===== src/fuc_pkg.sv =====
package fuc_pkg;

  // ----------------------------------------------------------------
  // Register offsets (byte addresses)
  // ----------------------------------------------------------------
  localparam logic [3:0] OFF_CTRL   = 4'h0;
  localparam logic [3:0] OFF_AUX    = 4'h4;
  localparam logic [3:0] OFF_STATUS = 4'h8;
  localparam logic [3:0] OFF_MASK   = 4'hC;

  // ----------------------------------------------------------------
  // Control field layout
  // ----------------------------------------------------------------
  localparam int          CTL_W     = 17;
  localparam logic [16:0] CTL_RESET = 17'h00006;
  localparam logic [16:0] CTL_WMASK = 17'h19FFF;
  localparam int          B_SHORT   = 16;
  localparam int          B_WIDE    = 15;
  localparam int          B_SRCV    = 14;
  localparam int          B_SXMIT   = 13;
  localparam int          B_PRIV    = 12;
  localparam int          B_BPM_HI  = 11;
  localparam int          B_BPM_LO  = 10;
  localparam int          F_SBE     = 8;
  localparam int          W_SBE     = 2;
  localparam int          B_SDE_HI  = 7;
  localparam int          F_SPE     = 3;
  localparam int          W_SPE     = 3;
  localparam int          F_ICE     = 1;
  localparam int          W_ICE     = 2;
  localparam int          B_SYSTEM_COUNT_ENABLE    = 0;

  // ----------------------------------------------------------------
  // Auxiliary enables and event bits
  // ----------------------------------------------------------------
  localparam int          AUX_W     = 3;
  localparam int          A_PROCESS_COUNT_ENABLE    = 0;
  localparam int          A_C0      = 1;
  localparam int          A_C1      = 2;
  localparam int          EV_W      = 2;
  localparam int          EV_ACV    = 0;
  localparam int          EV_DMISS  = 1;

  // ----------------------------------------------------------------
  // Virtual address formats
  // ----------------------------------------------------------------
  localparam int          VA_FULL   = 64;
  localparam int          VA_WIDE   = 48;
  localparam int          VA_NARROW = 43;

endpackage


===== src/fuc_ctrl.sv =====
// Overview of operation
// - Bit 16 selects the short layout of the formatted fetch address read.
// - Bit 15 selects 43-bit (clear) or 48-bit (set) virtual address format.
// - Wide format: violation when address differs from sign extension of low 48 bits.
// - Wide format routes translation double misses to the four-level entry.
// - Writing bit 13 drives the serial ROM clock pin; bit is write-only.
// - Bit 12 lets reserved privileged instructions run in kernel mode; resets zero.
// - Prediction mode upper bit forces not-taken; clear uses dynamic predictor.
// - Prediction mode lower bit forces local history; clear lets chooser decide.
// - Bits 9:8 give prefetch count after a cache miss; zero means demand only.
// - Shadow field upper bit swaps in shadow registers; lower bit does nothing.
// - Bits 5:3 act exactly as the memory unit's superpage enables.
// - Bits 2:1 enable each cache set separately; reset value is 3.
// - Clearing a set enable blocks fills only; contents stay valid.
// - Bit 0 enables system-wide counting for individually enabled counters.
// - Process context counting enable is the per-process alternative.
// - Counter runs when its enable and either system or process enable set.
//
// The address map and the Avalon-MM register port were left to the implementer.
module fuc_ctrl
(
  // Clock, reset, enable
  input  wire logic        CLOCK,
  input  wire logic        RST_N,
  input  wire logic        CE,
  // Avalon-MM slave
  input  wire logic [3:0]  ADDRESS,
  input  wire logic        READ,
  input  wire logic        WRITE,
  input  wire logic [31:0] WRITEDATA,
  input  wire logic [3:0]  BYTEENABLE,
  output logic      [31:0] READDATA,
  output logic             WAITREQUEST,
  // Address checker and translation miss
  input  wire logic        VA_CHECK_VALID,
  input  wire logic [63:0] VA_IN,
  input  wire logic        DOUBLE_MISS,
  output logic             ACCESS_VIOLATION,
  output logic             FOUR_LEVEL_DOUBLE_MISS_ENTRY,
  output logic             THREE_LEVEL_DOUBLE_MISS_ENTRY,
  // Serial ROM pins
  input  wire logic        SERIAL_ROM_RECEIVE,
  output logic             SERIAL_ROM_CLOCK_PIN,
  // Control field outputs
  output logic             FORMATTED_VA_SHORT_LAYOUT,
  output logic             WIDE_VADDR_SELECT,
  output logic             PRIVILEGED_INSN_ENABLE,
  output logic             PREDICT_NOT_TAKEN,
  output logic             PREDICT_LOCAL_ONLY,
  output logic      [1:0]  PREFETCH_STREAM_DEPTH,
  output logic             SHADOW_REGS_ENABLE,
  output logic      [2:0]  SUPERPAGE_ENABLE,
  output logic      [1:0]  ICACHE_FILL_ENABLE,
  output logic      [1:0]  COUNTER_RUN,
  // Interrupt
  output logic             IRQ
);

  // ----------------------------------------------------------------
  // State
  // ----------------------------------------------------------------
  typedef struct packed {
    logic [fuc_pkg::CTL_W-1:0] ctl;
    logic [fuc_pkg::AUX_W-1:0] aux;
    logic [fuc_pkg::EV_W-1:0]  status;
    logic [fuc_pkg::EV_W-1:0]  mask;
    logic                      srom_clk;
    logic [2:0]                sync;
    logic                      rcv;
    logic                      wait_q;
    logic [31:0]               rdata;
    logic                      access_violation;
    logic                      dm4;
    logic                      dm3;
    logic [1:0]                run;
    logic                      irq;
  } fuc_state_t;

  fuc_state_t s;
  fuc_state_t n;

  // ----------------------------------------------------------------
  // Helpers
  // ----------------------------------------------------------------
  function automatic logic [31:0] be_merge(input logic [31:0] old_v,
                                           input logic [31:0] new_v,
                                           input logic [3:0]  be);
    logic [31:0] r;
    r = old_v;
    for (int i = 0; i < 4; i++)
    begin
      if (be[i])
        r[i*8 +: 8] = new_v[i*8 +: 8];
    end
    return r;
  endfunction

  // Sign-extension check for either address format
  function automatic logic va_bad(input logic [63:0] va, input logic wide);
    logic [63:0] s_wide;
    logic [63:0] s_narrow;
    s_wide   = {{(fuc_pkg::VA_FULL - fuc_pkg::VA_WIDE){va[fuc_pkg::VA_WIDE-1]}},
                va[fuc_pkg::VA_WIDE-1:0]};
    s_narrow = {{(fuc_pkg::VA_FULL - fuc_pkg::VA_NARROW){va[fuc_pkg::VA_NARROW-1]}},
                va[fuc_pkg::VA_NARROW-1:0]};
    return wide ? (va != s_wide) : (va != s_narrow);
  endfunction

  // ----------------------------------------------------------------
  // Next state
  // ----------------------------------------------------------------
  logic        req;
  logic [31:0] merged;
  logic [31:0] rd;

  assign req = READ || WRITE;

  always_comb
  begin
    n      = s;
    merged = 32'h0000_0000;
    rd     = 32'h0000_0000;
    if (!RST_N)
    begin
      n        = '0;
      n.ctl    = fuc_pkg::CTL_RESET;
      n.wait_q = 1'b1;
    end
    else if (CE)
    begin
      n.access_violation = 1'b0;
      n.dm4 = 1'b0;
      n.dm3 = 1'b0;
      // Serial receive pin: act once second and third stages agree
      n.sync = {s.sync[1:0], SERIAL_ROM_RECEIVE};
      if (s.sync[1] == s.sync[2])
        n.rcv = s.sync[2];

      // Answer one cycle after a request is seen; data captured early
      if (req && s.wait_q)
      begin
        n.wait_q = 1'b0;
        case (ADDRESS)
          fuc_pkg::OFF_CTRL:
          begin
            rd[fuc_pkg::CTL_W-1:0] = s.ctl;
            rd[fuc_pkg::B_SXMIT] = 1'b0;
            rd[fuc_pkg::B_SRCV]  = s.rcv;
          end
          fuc_pkg::OFF_AUX:    rd[fuc_pkg::AUX_W-1:0] = s.aux;
          fuc_pkg::OFF_STATUS: rd[fuc_pkg::EV_W-1:0]  = s.status;
          fuc_pkg::OFF_MASK:   rd[fuc_pkg::EV_W-1:0]  = s.mask;
          default:             rd = 32'h0000_0000;
        endcase
        n.rdata = rd;
      end
      else if (!s.wait_q)
      begin
        n.wait_q = 1'b1;
        if (WRITE)
        begin
          case (ADDRESS)
            fuc_pkg::OFF_CTRL:
            begin
              merged = be_merge({15'h0000, s.ctl}, WRITEDATA, BYTEENABLE);
              // format select among the written fields
              n.ctl = merged[fuc_pkg::CTL_W-1:0] & fuc_pkg::CTL_WMASK;
              // written value goes to the clock pin
              if (BYTEENABLE[1])
                n.srom_clk = WRITEDATA[fuc_pkg::B_SXMIT];
            end
            fuc_pkg::OFF_AUX:
            begin
              merged = be_merge({29'h0000_0000, s.aux}, WRITEDATA, BYTEENABLE);
              n.aux  = merged[fuc_pkg::AUX_W-1:0];
            end
            fuc_pkg::OFF_STATUS:
            begin
              if (BYTEENABLE[0])
                n.status = s.status & ~WRITEDATA[fuc_pkg::EV_W-1:0];
            end
            fuc_pkg::OFF_MASK:
            begin
              if (BYTEENABLE[0])
                n.mask = WRITEDATA[fuc_pkg::EV_W-1:0];
            end
            default: n.mask = s.mask;
          endcase
        end
      end

      if (VA_CHECK_VALID)
        n.access_violation = va_bad(VA_IN, s.ctl[fuc_pkg::B_WIDE]);
      if (DOUBLE_MISS)
      begin
        n.dm4 = s.ctl[fuc_pkg::B_WIDE];
        n.dm3 = !s.ctl[fuc_pkg::B_WIDE];
      end
      // Events set after the clear so a same-cycle event survives
      if (n.access_violation)
        n.status[fuc_pkg::EV_ACV] = 1'b1;
      if (DOUBLE_MISS)
        n.status[fuc_pkg::EV_DMISS] = 1'b1;

      n.run[0] = n.aux[fuc_pkg::A_C0] &&
                 (n.ctl[fuc_pkg::B_SYSTEM_COUNT_ENABLE] || n.aux[fuc_pkg::A_PROCESS_COUNT_ENABLE]);
      n.run[1] = n.aux[fuc_pkg::A_C1] &&
                 (n.ctl[fuc_pkg::B_SYSTEM_COUNT_ENABLE] || n.aux[fuc_pkg::A_PROCESS_COUNT_ENABLE]);
      n.irq    = |(n.status & n.mask);
    end
  end

  always_ff @(posedge CLOCK)
  begin
    s <= n;
  end

  // ----------------------------------------------------------------
  // Outputs
  // ----------------------------------------------------------------
  assign READDATA                      = s.rdata;
  assign WAITREQUEST                   = s.wait_q;
  assign ACCESS_VIOLATION              = s.access_violation;
  assign FOUR_LEVEL_DOUBLE_MISS_ENTRY  = s.dm4;
  assign THREE_LEVEL_DOUBLE_MISS_ENTRY = s.dm3;
  assign SERIAL_ROM_CLOCK_PIN          = s.srom_clk;
  assign FORMATTED_VA_SHORT_LAYOUT     = s.ctl[fuc_pkg::B_SHORT];
  assign WIDE_VADDR_SELECT             = s.ctl[fuc_pkg::B_WIDE];
  assign PRIVILEGED_INSN_ENABLE        = s.ctl[fuc_pkg::B_PRIV];
  assign PREDICT_NOT_TAKEN             = s.ctl[fuc_pkg::B_BPM_HI];
  assign PREDICT_LOCAL_ONLY            = s.ctl[fuc_pkg::B_BPM_LO];
  assign PREFETCH_STREAM_DEPTH         = s.ctl[fuc_pkg::F_SBE +: fuc_pkg::W_SBE];
  // only the upper shadow bit matters
  assign SHADOW_REGS_ENABLE            = s.ctl[fuc_pkg::B_SDE_HI];
  // same meaning as the memory unit field
  assign SUPERPAGE_ENABLE              = s.ctl[fuc_pkg::F_SPE +: fuc_pkg::W_SPE];
  // fill gating only, no invalidate path
  assign ICACHE_FILL_ENABLE            = s.ctl[fuc_pkg::F_ICE +: fuc_pkg::W_ICE];
  assign COUNTER_RUN                   = s.run;
  assign IRQ                           = s.irq;
endmodule // fuc_ctrl


===== config.mk =====
export PLATFORM = sky130hd
export DESIGN_NAME = fuc_ctrl
export DESIGN_NICKNAME = d
export VERILOG_FILES = /design/src/fuc_pkg.sv /design/src/fuc_ctrl.sv
export SDC_FILE = /design/constraint.sdc
export NUM_CORES = 1
export LEC_CHECK = 0
export ABC_AREA = 1
export BUFFER_PORTS_ARGS = -buffer_cell sky130_fd_sc_hd__buf_2
export CAP_MARGIN = 20
export CORE_ASPECT_RATIO = 0.5
export CORE_MARGIN = 1
export CORE_UTILIZATION = 30
export CTS_CLUSTER_SIZE = 20
export DETAILED_ROUTE_END_ITERATION = 12
export HOLD_SLACK_MARGIN = 0.08
export PLACE_DENSITY = 0.67
export SLEW_MARGIN = 20
export SYNTH_ARGS = -nofsm -noshare
export SYNTH_HDL_FRONTEND = slang
export SYNTH_SLANG_ARGS = --single-unit

===== constraint.sdc =====
create_clock -name CLOCK -period 2.02 [get_ports CLOCK]
set_clock_uncertainty 0.05 [all_clocks]
set_input_delay 0.404 -clock CLOCK [delete_from_list [all_inputs] [get_ports CLOCK]]
set_output_delay 0.404 -clock CLOCK [all_outputs]
set_load 0.005 [all_outputs]

== After elaboration in Yosys (flattened, before gate mapping) ==
Cells that the tools add are included.

* Input port bits: 112
* Bits in registers: 53
* Word-level logic and storage cells: 80

* Equal/unequal tests: 13
* Bitwise gates (word level): 3
* Reductions and logical operators: 14
* Mux-type cells: 32

{| class="wikitable"
|+ Operator list
! kind !! count
|-
| $mux 25 || 5
|-
| $ne 21x21->1 || 1
|-
| $reduce_and 6->1 || 3
|-
| $mux 17 || 1
|-
| $mux 8 || 2
|-
| $ne 16x16->1 || 1
|-
| $ne 3x2->1 const B || 5
|-
| $mux 1 || 14
|-
| $mux 14 || 1
|-
| $mux 2 || 5
|-
| $eq 4x4->1 const B || 2
|-
| $pmux 2 s4 || 1
|-
| $mux 3 || 2
|-
| $ne 3x3->1 const B || 2
|-
| $reduce_and 5->1 || 1
|-
| $and 2x2->2 || 2
|-
| $eq 4x3->1 const B || 1
|-
| $logic_not 4->1 || 1
|-
| $reduce_and 2->1 || 2
|-
| $logic_and 1x1->1 || 3
|-
| $logic_or 1x1->1 || 2
|-
| $not 2->2 || 1
|-
| $pmux 1 s2 || 1
|-
| $reduce_or 2->1 || 1
|-
| other kinds (2) || 2
|}

== Depth between registers and ports, before layout ==
* Word-level depth: 14
* Depth in mapped cells: 10
* Depth with buffers taken out: 10

== Worst setup path before layout ==
No wires, ideal clock.

* Path type: input to register
* From: input port WRITE
* To: register s, in the netlist IRQ
* Arrival time: 1.348 ns
* Stages on the path: 9
* Setup slack: 0.490 ns
* Cells stage by stage: inv_1 nor2_1 nand2_2 nor2_1 nand2_1 o21ai_0 nor2_1 a21boi_0 a21oi_1

* Word-level cells in the longest chain between the ends: 10
* Elaborated cells on any way between the ends: 15
* Classes of those cells: mux (11); bitwise (1); reduce/logical (3)

{| class="wikitable"
|+ RTL lines
! item !! line !! RTL
|-
| start: declaration || fuc_ctrl.sv:29 || <nowiki>input wire logic WRITE,</nowiki>
|-
| $mux 25 or $logic_or 1x1->1 (tied branches) || fuc_ctrl.sv:160, fuc_ctrl.sv:116 ||
|-
| $mux 25 or $logic_and 1x1->1 (tied branches) || fuc_ctrl.sv:157, fuc_ctrl.sv:140 ||
|-
| $mux 25 (*) || fuc_ctrl.sv:140 || <nowiki>if (req && s.wait_q)</nowiki>
|-
| $mux 25 (*) || fuc_ctrl.sv:129 || <nowiki>else if (CE)</nowiki>
|-
| $mux 25 (*) || fuc_ctrl.sv:123 || <nowiki>if (!RST_N)</nowiki>
|-
| $mux 1 (on tied branches) || fuc_ctrl.sv:200, fuc_ctrl.sv:202 ||
|-
| $mux 1 || fuc_ctrl.sv:129 ||
|-
| $mux 1 || fuc_ctrl.sv:123 ||
|-
| $and 2x2->2 (*) || fuc_ctrl.sv:209 || <nowiki>n.irq = |(n.status & n.mask);</nowiki>
|-
| $reduce_or 2->1 (*) || fuc_ctrl.sv:209 ||
|-
| end signal: assignment || fuc_ctrl.sv:215 || <nowiki>s <= n;</nowiki>
|-
| end: declaration || fuc_ctrl.sv:79 || <nowiki>fuc_state_t s;</nowiki>
|}

Mark *: on every way between the ends. The rest lies on a longest branch, timed or not. The select of a mux whose other input is x is not followed.
A chain may end at the register's enable or synchronous reset.

== Worst setup path in the final report ==
* From: register s, in the netlist WAITREQUEST
* To: register s, in the netlist IRQ

* Word-level cells in the longest chain between the ends: 9
* Elaborated cells on any way between the ends: 13
* Classes of those cells: mux (10); bitwise (1); reduce/logical (2)

{| class="wikitable"
|+ RTL lines
! item !! line
|-
| $mux 25 or $logic_and 1x1->1 (tied branches) || fuc_ctrl.sv:157, fuc_ctrl.sv:140
|-
| $mux 25 (*) || fuc_ctrl.sv:140
|-
| $mux 25 (*) || fuc_ctrl.sv:129
|-
| $mux 25 (*) || fuc_ctrl.sv:123
|-
| $mux 1 (on tied branches) || fuc_ctrl.sv:200, fuc_ctrl.sv:202
|-
| $mux 1 || fuc_ctrl.sv:129
|-
| $mux 1 || fuc_ctrl.sv:123
|-
| $and 2x2->2 (*) || fuc_ctrl.sv:209
|-
| $reduce_or 2->1 (*) || fuc_ctrl.sv:209
|}

Marks and branches as above.

==> impl_metrics.py <==
metrics = {
    "cts": {
        "cts-buffers-inserted": 5,
        "clk_path_buf_depth": 2,
        "root_buffer": "clkbuf_16",
        "hold_buffers": 0,
        "cts_tree": "done",
        "cts_sinks": 50,
        "cts_resized": 0,
        "cts_max_level": 2,
        "post-cts-setup-buffers": 0,
        "path_clk_slew_ns": 0.07,
        "clock_latency_ns": 0.28,
    },
    "critical_path": {
        "cp_slowest_cell": "dfxtp_1",
        "worstSetupStartpointType": "flop",
        "worst_ep_required_time_ns": 2.15,
        "crit_chain": "nor2_1, nand2_2, nor2_1, nand2_1, o21ai_0, nor2_1, a21boi_0, a21oi_1",
        "reg2reg_from": "WAITREQUEST",
        "crit_top_cell": "nor2_1",
        "worstPathMaxFanout": 6,
        "rr_worst_depth": 8,
        "crit-reg2reg-capture": "IRQ",
        "critPathKind": "reg -> reg",
        "worstSetupEndpointType": "flop",
        "cpPeakStageDelay_ns": 0.37,
        "r2r_setup_slack_ns": 0.31,
        "critPathArrivalTime_ns": 1.84,
    },
    "power": {
        "ir_drop_mv": 0.544,
        "p_leak_nw": 1.45,
        "power_density_nw_per_um2": 657,
    },
    "floorplanning": {
        "initial_core_util_pct": 32.1,
        "dieHeight_um": 68.8,
        "dieArea_um2": 9320,
        "die_w_um": 136,
        "fp.coreArea_um2": 8320,
        "ios": 165,
        "num_rows": 23,
    },
    "placed_design": {
        "place_area_um2": 3010,
        "dp_hpwl_um": 4950,
        "io_buffers": 89,
        "gp_congestion": 0.811,
        "dp_cells": 561,
    },
    "yosys": {
        "synth_top_cells_by_count": "nand2_1 (97), dfxtp_1 (50), a21oi_1 (48)",
        "synth_seq_cells": 50,
        "ys_warn_count": 0,
        "ys.flop_type": "dfxtp_1",
        "avgSynthCellArea_um2": 6.87,
        "netlist_instances": 389,
        "synth_area_leaders": "dfxtp_1 (37%), nand2_1 (14%), buf_4 (12%)",
        "async_flop_share_pct": 0,
        "yosysMostFrequentCell": "nand2_1",
        "seq_area_frac_synth_pct": 37.4,
        "synth_cell_types": 29,
        "synth_edf_count": 0,
        "synthesis.area_um2": 2670,
        "synth_top_area_share_pct": 37.4,
        "yosysTopAreaCell": "dfxtp_1",
    },
    "min_path": {
        "whs_endpoint": "ICACHE_FILL_ENABLE[0]",
        "min_from": "WRITEDATA[1]",
        "hold_class": "in -> reg",
        "holdPathStages": 3,
    },
    "sta": {
        "fin_crit_ns": 1.71,
        "fmax_mhz": 585,
        "slew_violations": 0,
        "rsz0062_at_grt": "false",
        "min_period_over_period_pct": 84.6,
        "finalHoldViolations": 0,
        "setup_tns_ns": 0,
        "setup_viol": 0,
    },
    "global_route": {
        "grt_pass1_wl_um": 10200,
        "track_usage_pct": 14.0,
        "grt_pass1_vias": 2191,
        "grt_max_degree": 26,
        "grt_antenna_before_repair": 0,
        "overflow": 0,
    },
    "cells_and_area": {
        "instances_no_fill": 569,
        "finalNetCount": 568,
        "post-route-util_pct": 38.0,
        "diodes": 0,
        "syn_to_final_growth_pct": 18.1,
        "final_cell_area_um2": 3160,
        "fill_cells": 904,
        "layout-drive-gt1-share_pct": 25.8,
        "multi_input_area_um2": 1240,
        "register_area_um2": 1000,
    },
    "drt": {
        "wire_per_inst_um": 11.3,
        "dr.pass1.iters": 6,
        "via_per_inst": 4.42,
        "drtIter0Drc": 128,
        "ant_nets": 0,
        "wl_um": 6410,
        "drc_errors": 0,
        "vias": 2513,
    },
    "outcome": {
        "outcome": "complete, no violations",
    },
    "flow_run": {
        "maxCapViolCount": 0,
    },
}
-- flip-flops by register name, indices dropped and copies added, names as in the netlist --
name                           count
SUPERPAGE_ENABLE                   3
IRQ                                1
PREFETCH_STREAM_DEPTH              2
SERIAL_ROM_CLOCK_PIN               1
READDATA                          16
ICACHE_FILL_ENABLE                 2
COUNTER_RUN                        2
FORMATTED_VA_SHORT_LAYOUT          1
FOUR_LEVEL_DOUBLE_MISS_ENTRY       1
PREDICT_LOCAL_ONLY                 1
SHADOW_REGS_ENABLE                 1
THREE_LEVEL_DOUBLE_MISS_ENTRY      1
PREDICT_NOT_TAKEN                  1
s                                 13
WAITREQUEST                        1
WIDE_VADDR_SELECT                  1
PRIVILEGED_INSN_ENABLE             1
ACCESS_VIOLATION                   1
-- worst max-delay path: cells and delay by family, from the launching register on --
| family | cells | cell delay, ns |
|---|---|---|
| flops | 1 | 0.37 |
| simple gates | 5 | 0.81 |
| compound gates | 3 | 0.37 |
-- per-layer routing --
metal | global-route usage, % | routed length, µm | vias to the layer above
met5 | 0 | 0 | -
met4 | 3.37 | 42 | 0
met3 | 3.44 | 347 | 2
met2 | 23.7 | 2940 | 67
met1 | 18.1 | 3070 | 1109
li1 | - | - | 1335
-- power by group --
part	internal, mW	total [mW]	switching, mW
sequential	1.00	1.02	0.0131
combinational	0.0880	0.230	0.142
clock	0.459	0.826	0.367
-- per-stage QoR --
step	setup WS (ns)	hold WS, ns	total power, mW
finish	0.311	0.279	2.07
global route	0.148	0.299	2.18
CTS	0.326	0.280	2.10
detailed placement	0.151	0.405	1.27
global placement	0.170	0.400	1.27
floorplan	0.490	0.389	1.19
-- logic make-up after synthesis --
| group | synth area share [%] |
|---|---|
| other | 0.140 |
| buffers and inverters | 18.2 |
| AO/OA/AOI/OAI | 15.8 |
| flip-flops | 37.4 |
| AND/OR/NAND/NOR | 28.4 |
-- how the worst max path moves through the flow --
stage,endpoint,slack (ns),startpoint
5_1_grt,IRQ,0.15,WAITREQUEST
3_3_place_gp,SUPERPAGE_ENABLE[1],0.17,ADDRESS[0]
6_report,IRQ,0.31,WAITREQUEST
2_1_floorplan,IRQ,0.49,WRITE
3_5_place_dp,SUPERPAGE_ENABLE[2],0.15,ADDRESS[0]
4_1_cts,IRQ,0.33,WAITREQUEST
-- area by class of cell --
| class | count | share of cell area [%] |
|---|---|---|
| Clock buffer | 5 | 3.96 |
| Multi-Input combinational cell | 269 | 39.3 |
| Inverter | 33 | 3.92 |
| Timing Repair Buffer | 97 | 16.0 |
| Clock inverter | 3 | 0.674 |
| Sequential cell | 50 | 31.7 |
| Tap cell | 112 | 4.44 |
-- layout by cell type, fill, tap and decap left out, types with 8 or more instances in the layout --
| cell type | count |
|---|---|
| nand2_1 | 97 |
| buf_2 | 89 |
| dfxtp_1 | 50 |
| a21oi_1 | 48 |
| nor2_1 | 35 |
| inv_1 | 31 |
| o21ai_0 | 26 |
| nand3_1 | 18 |
| conb_1 | 16 |
| buf_4 | 8 |
Note: power is estimated with default switching activity, not from simulation.
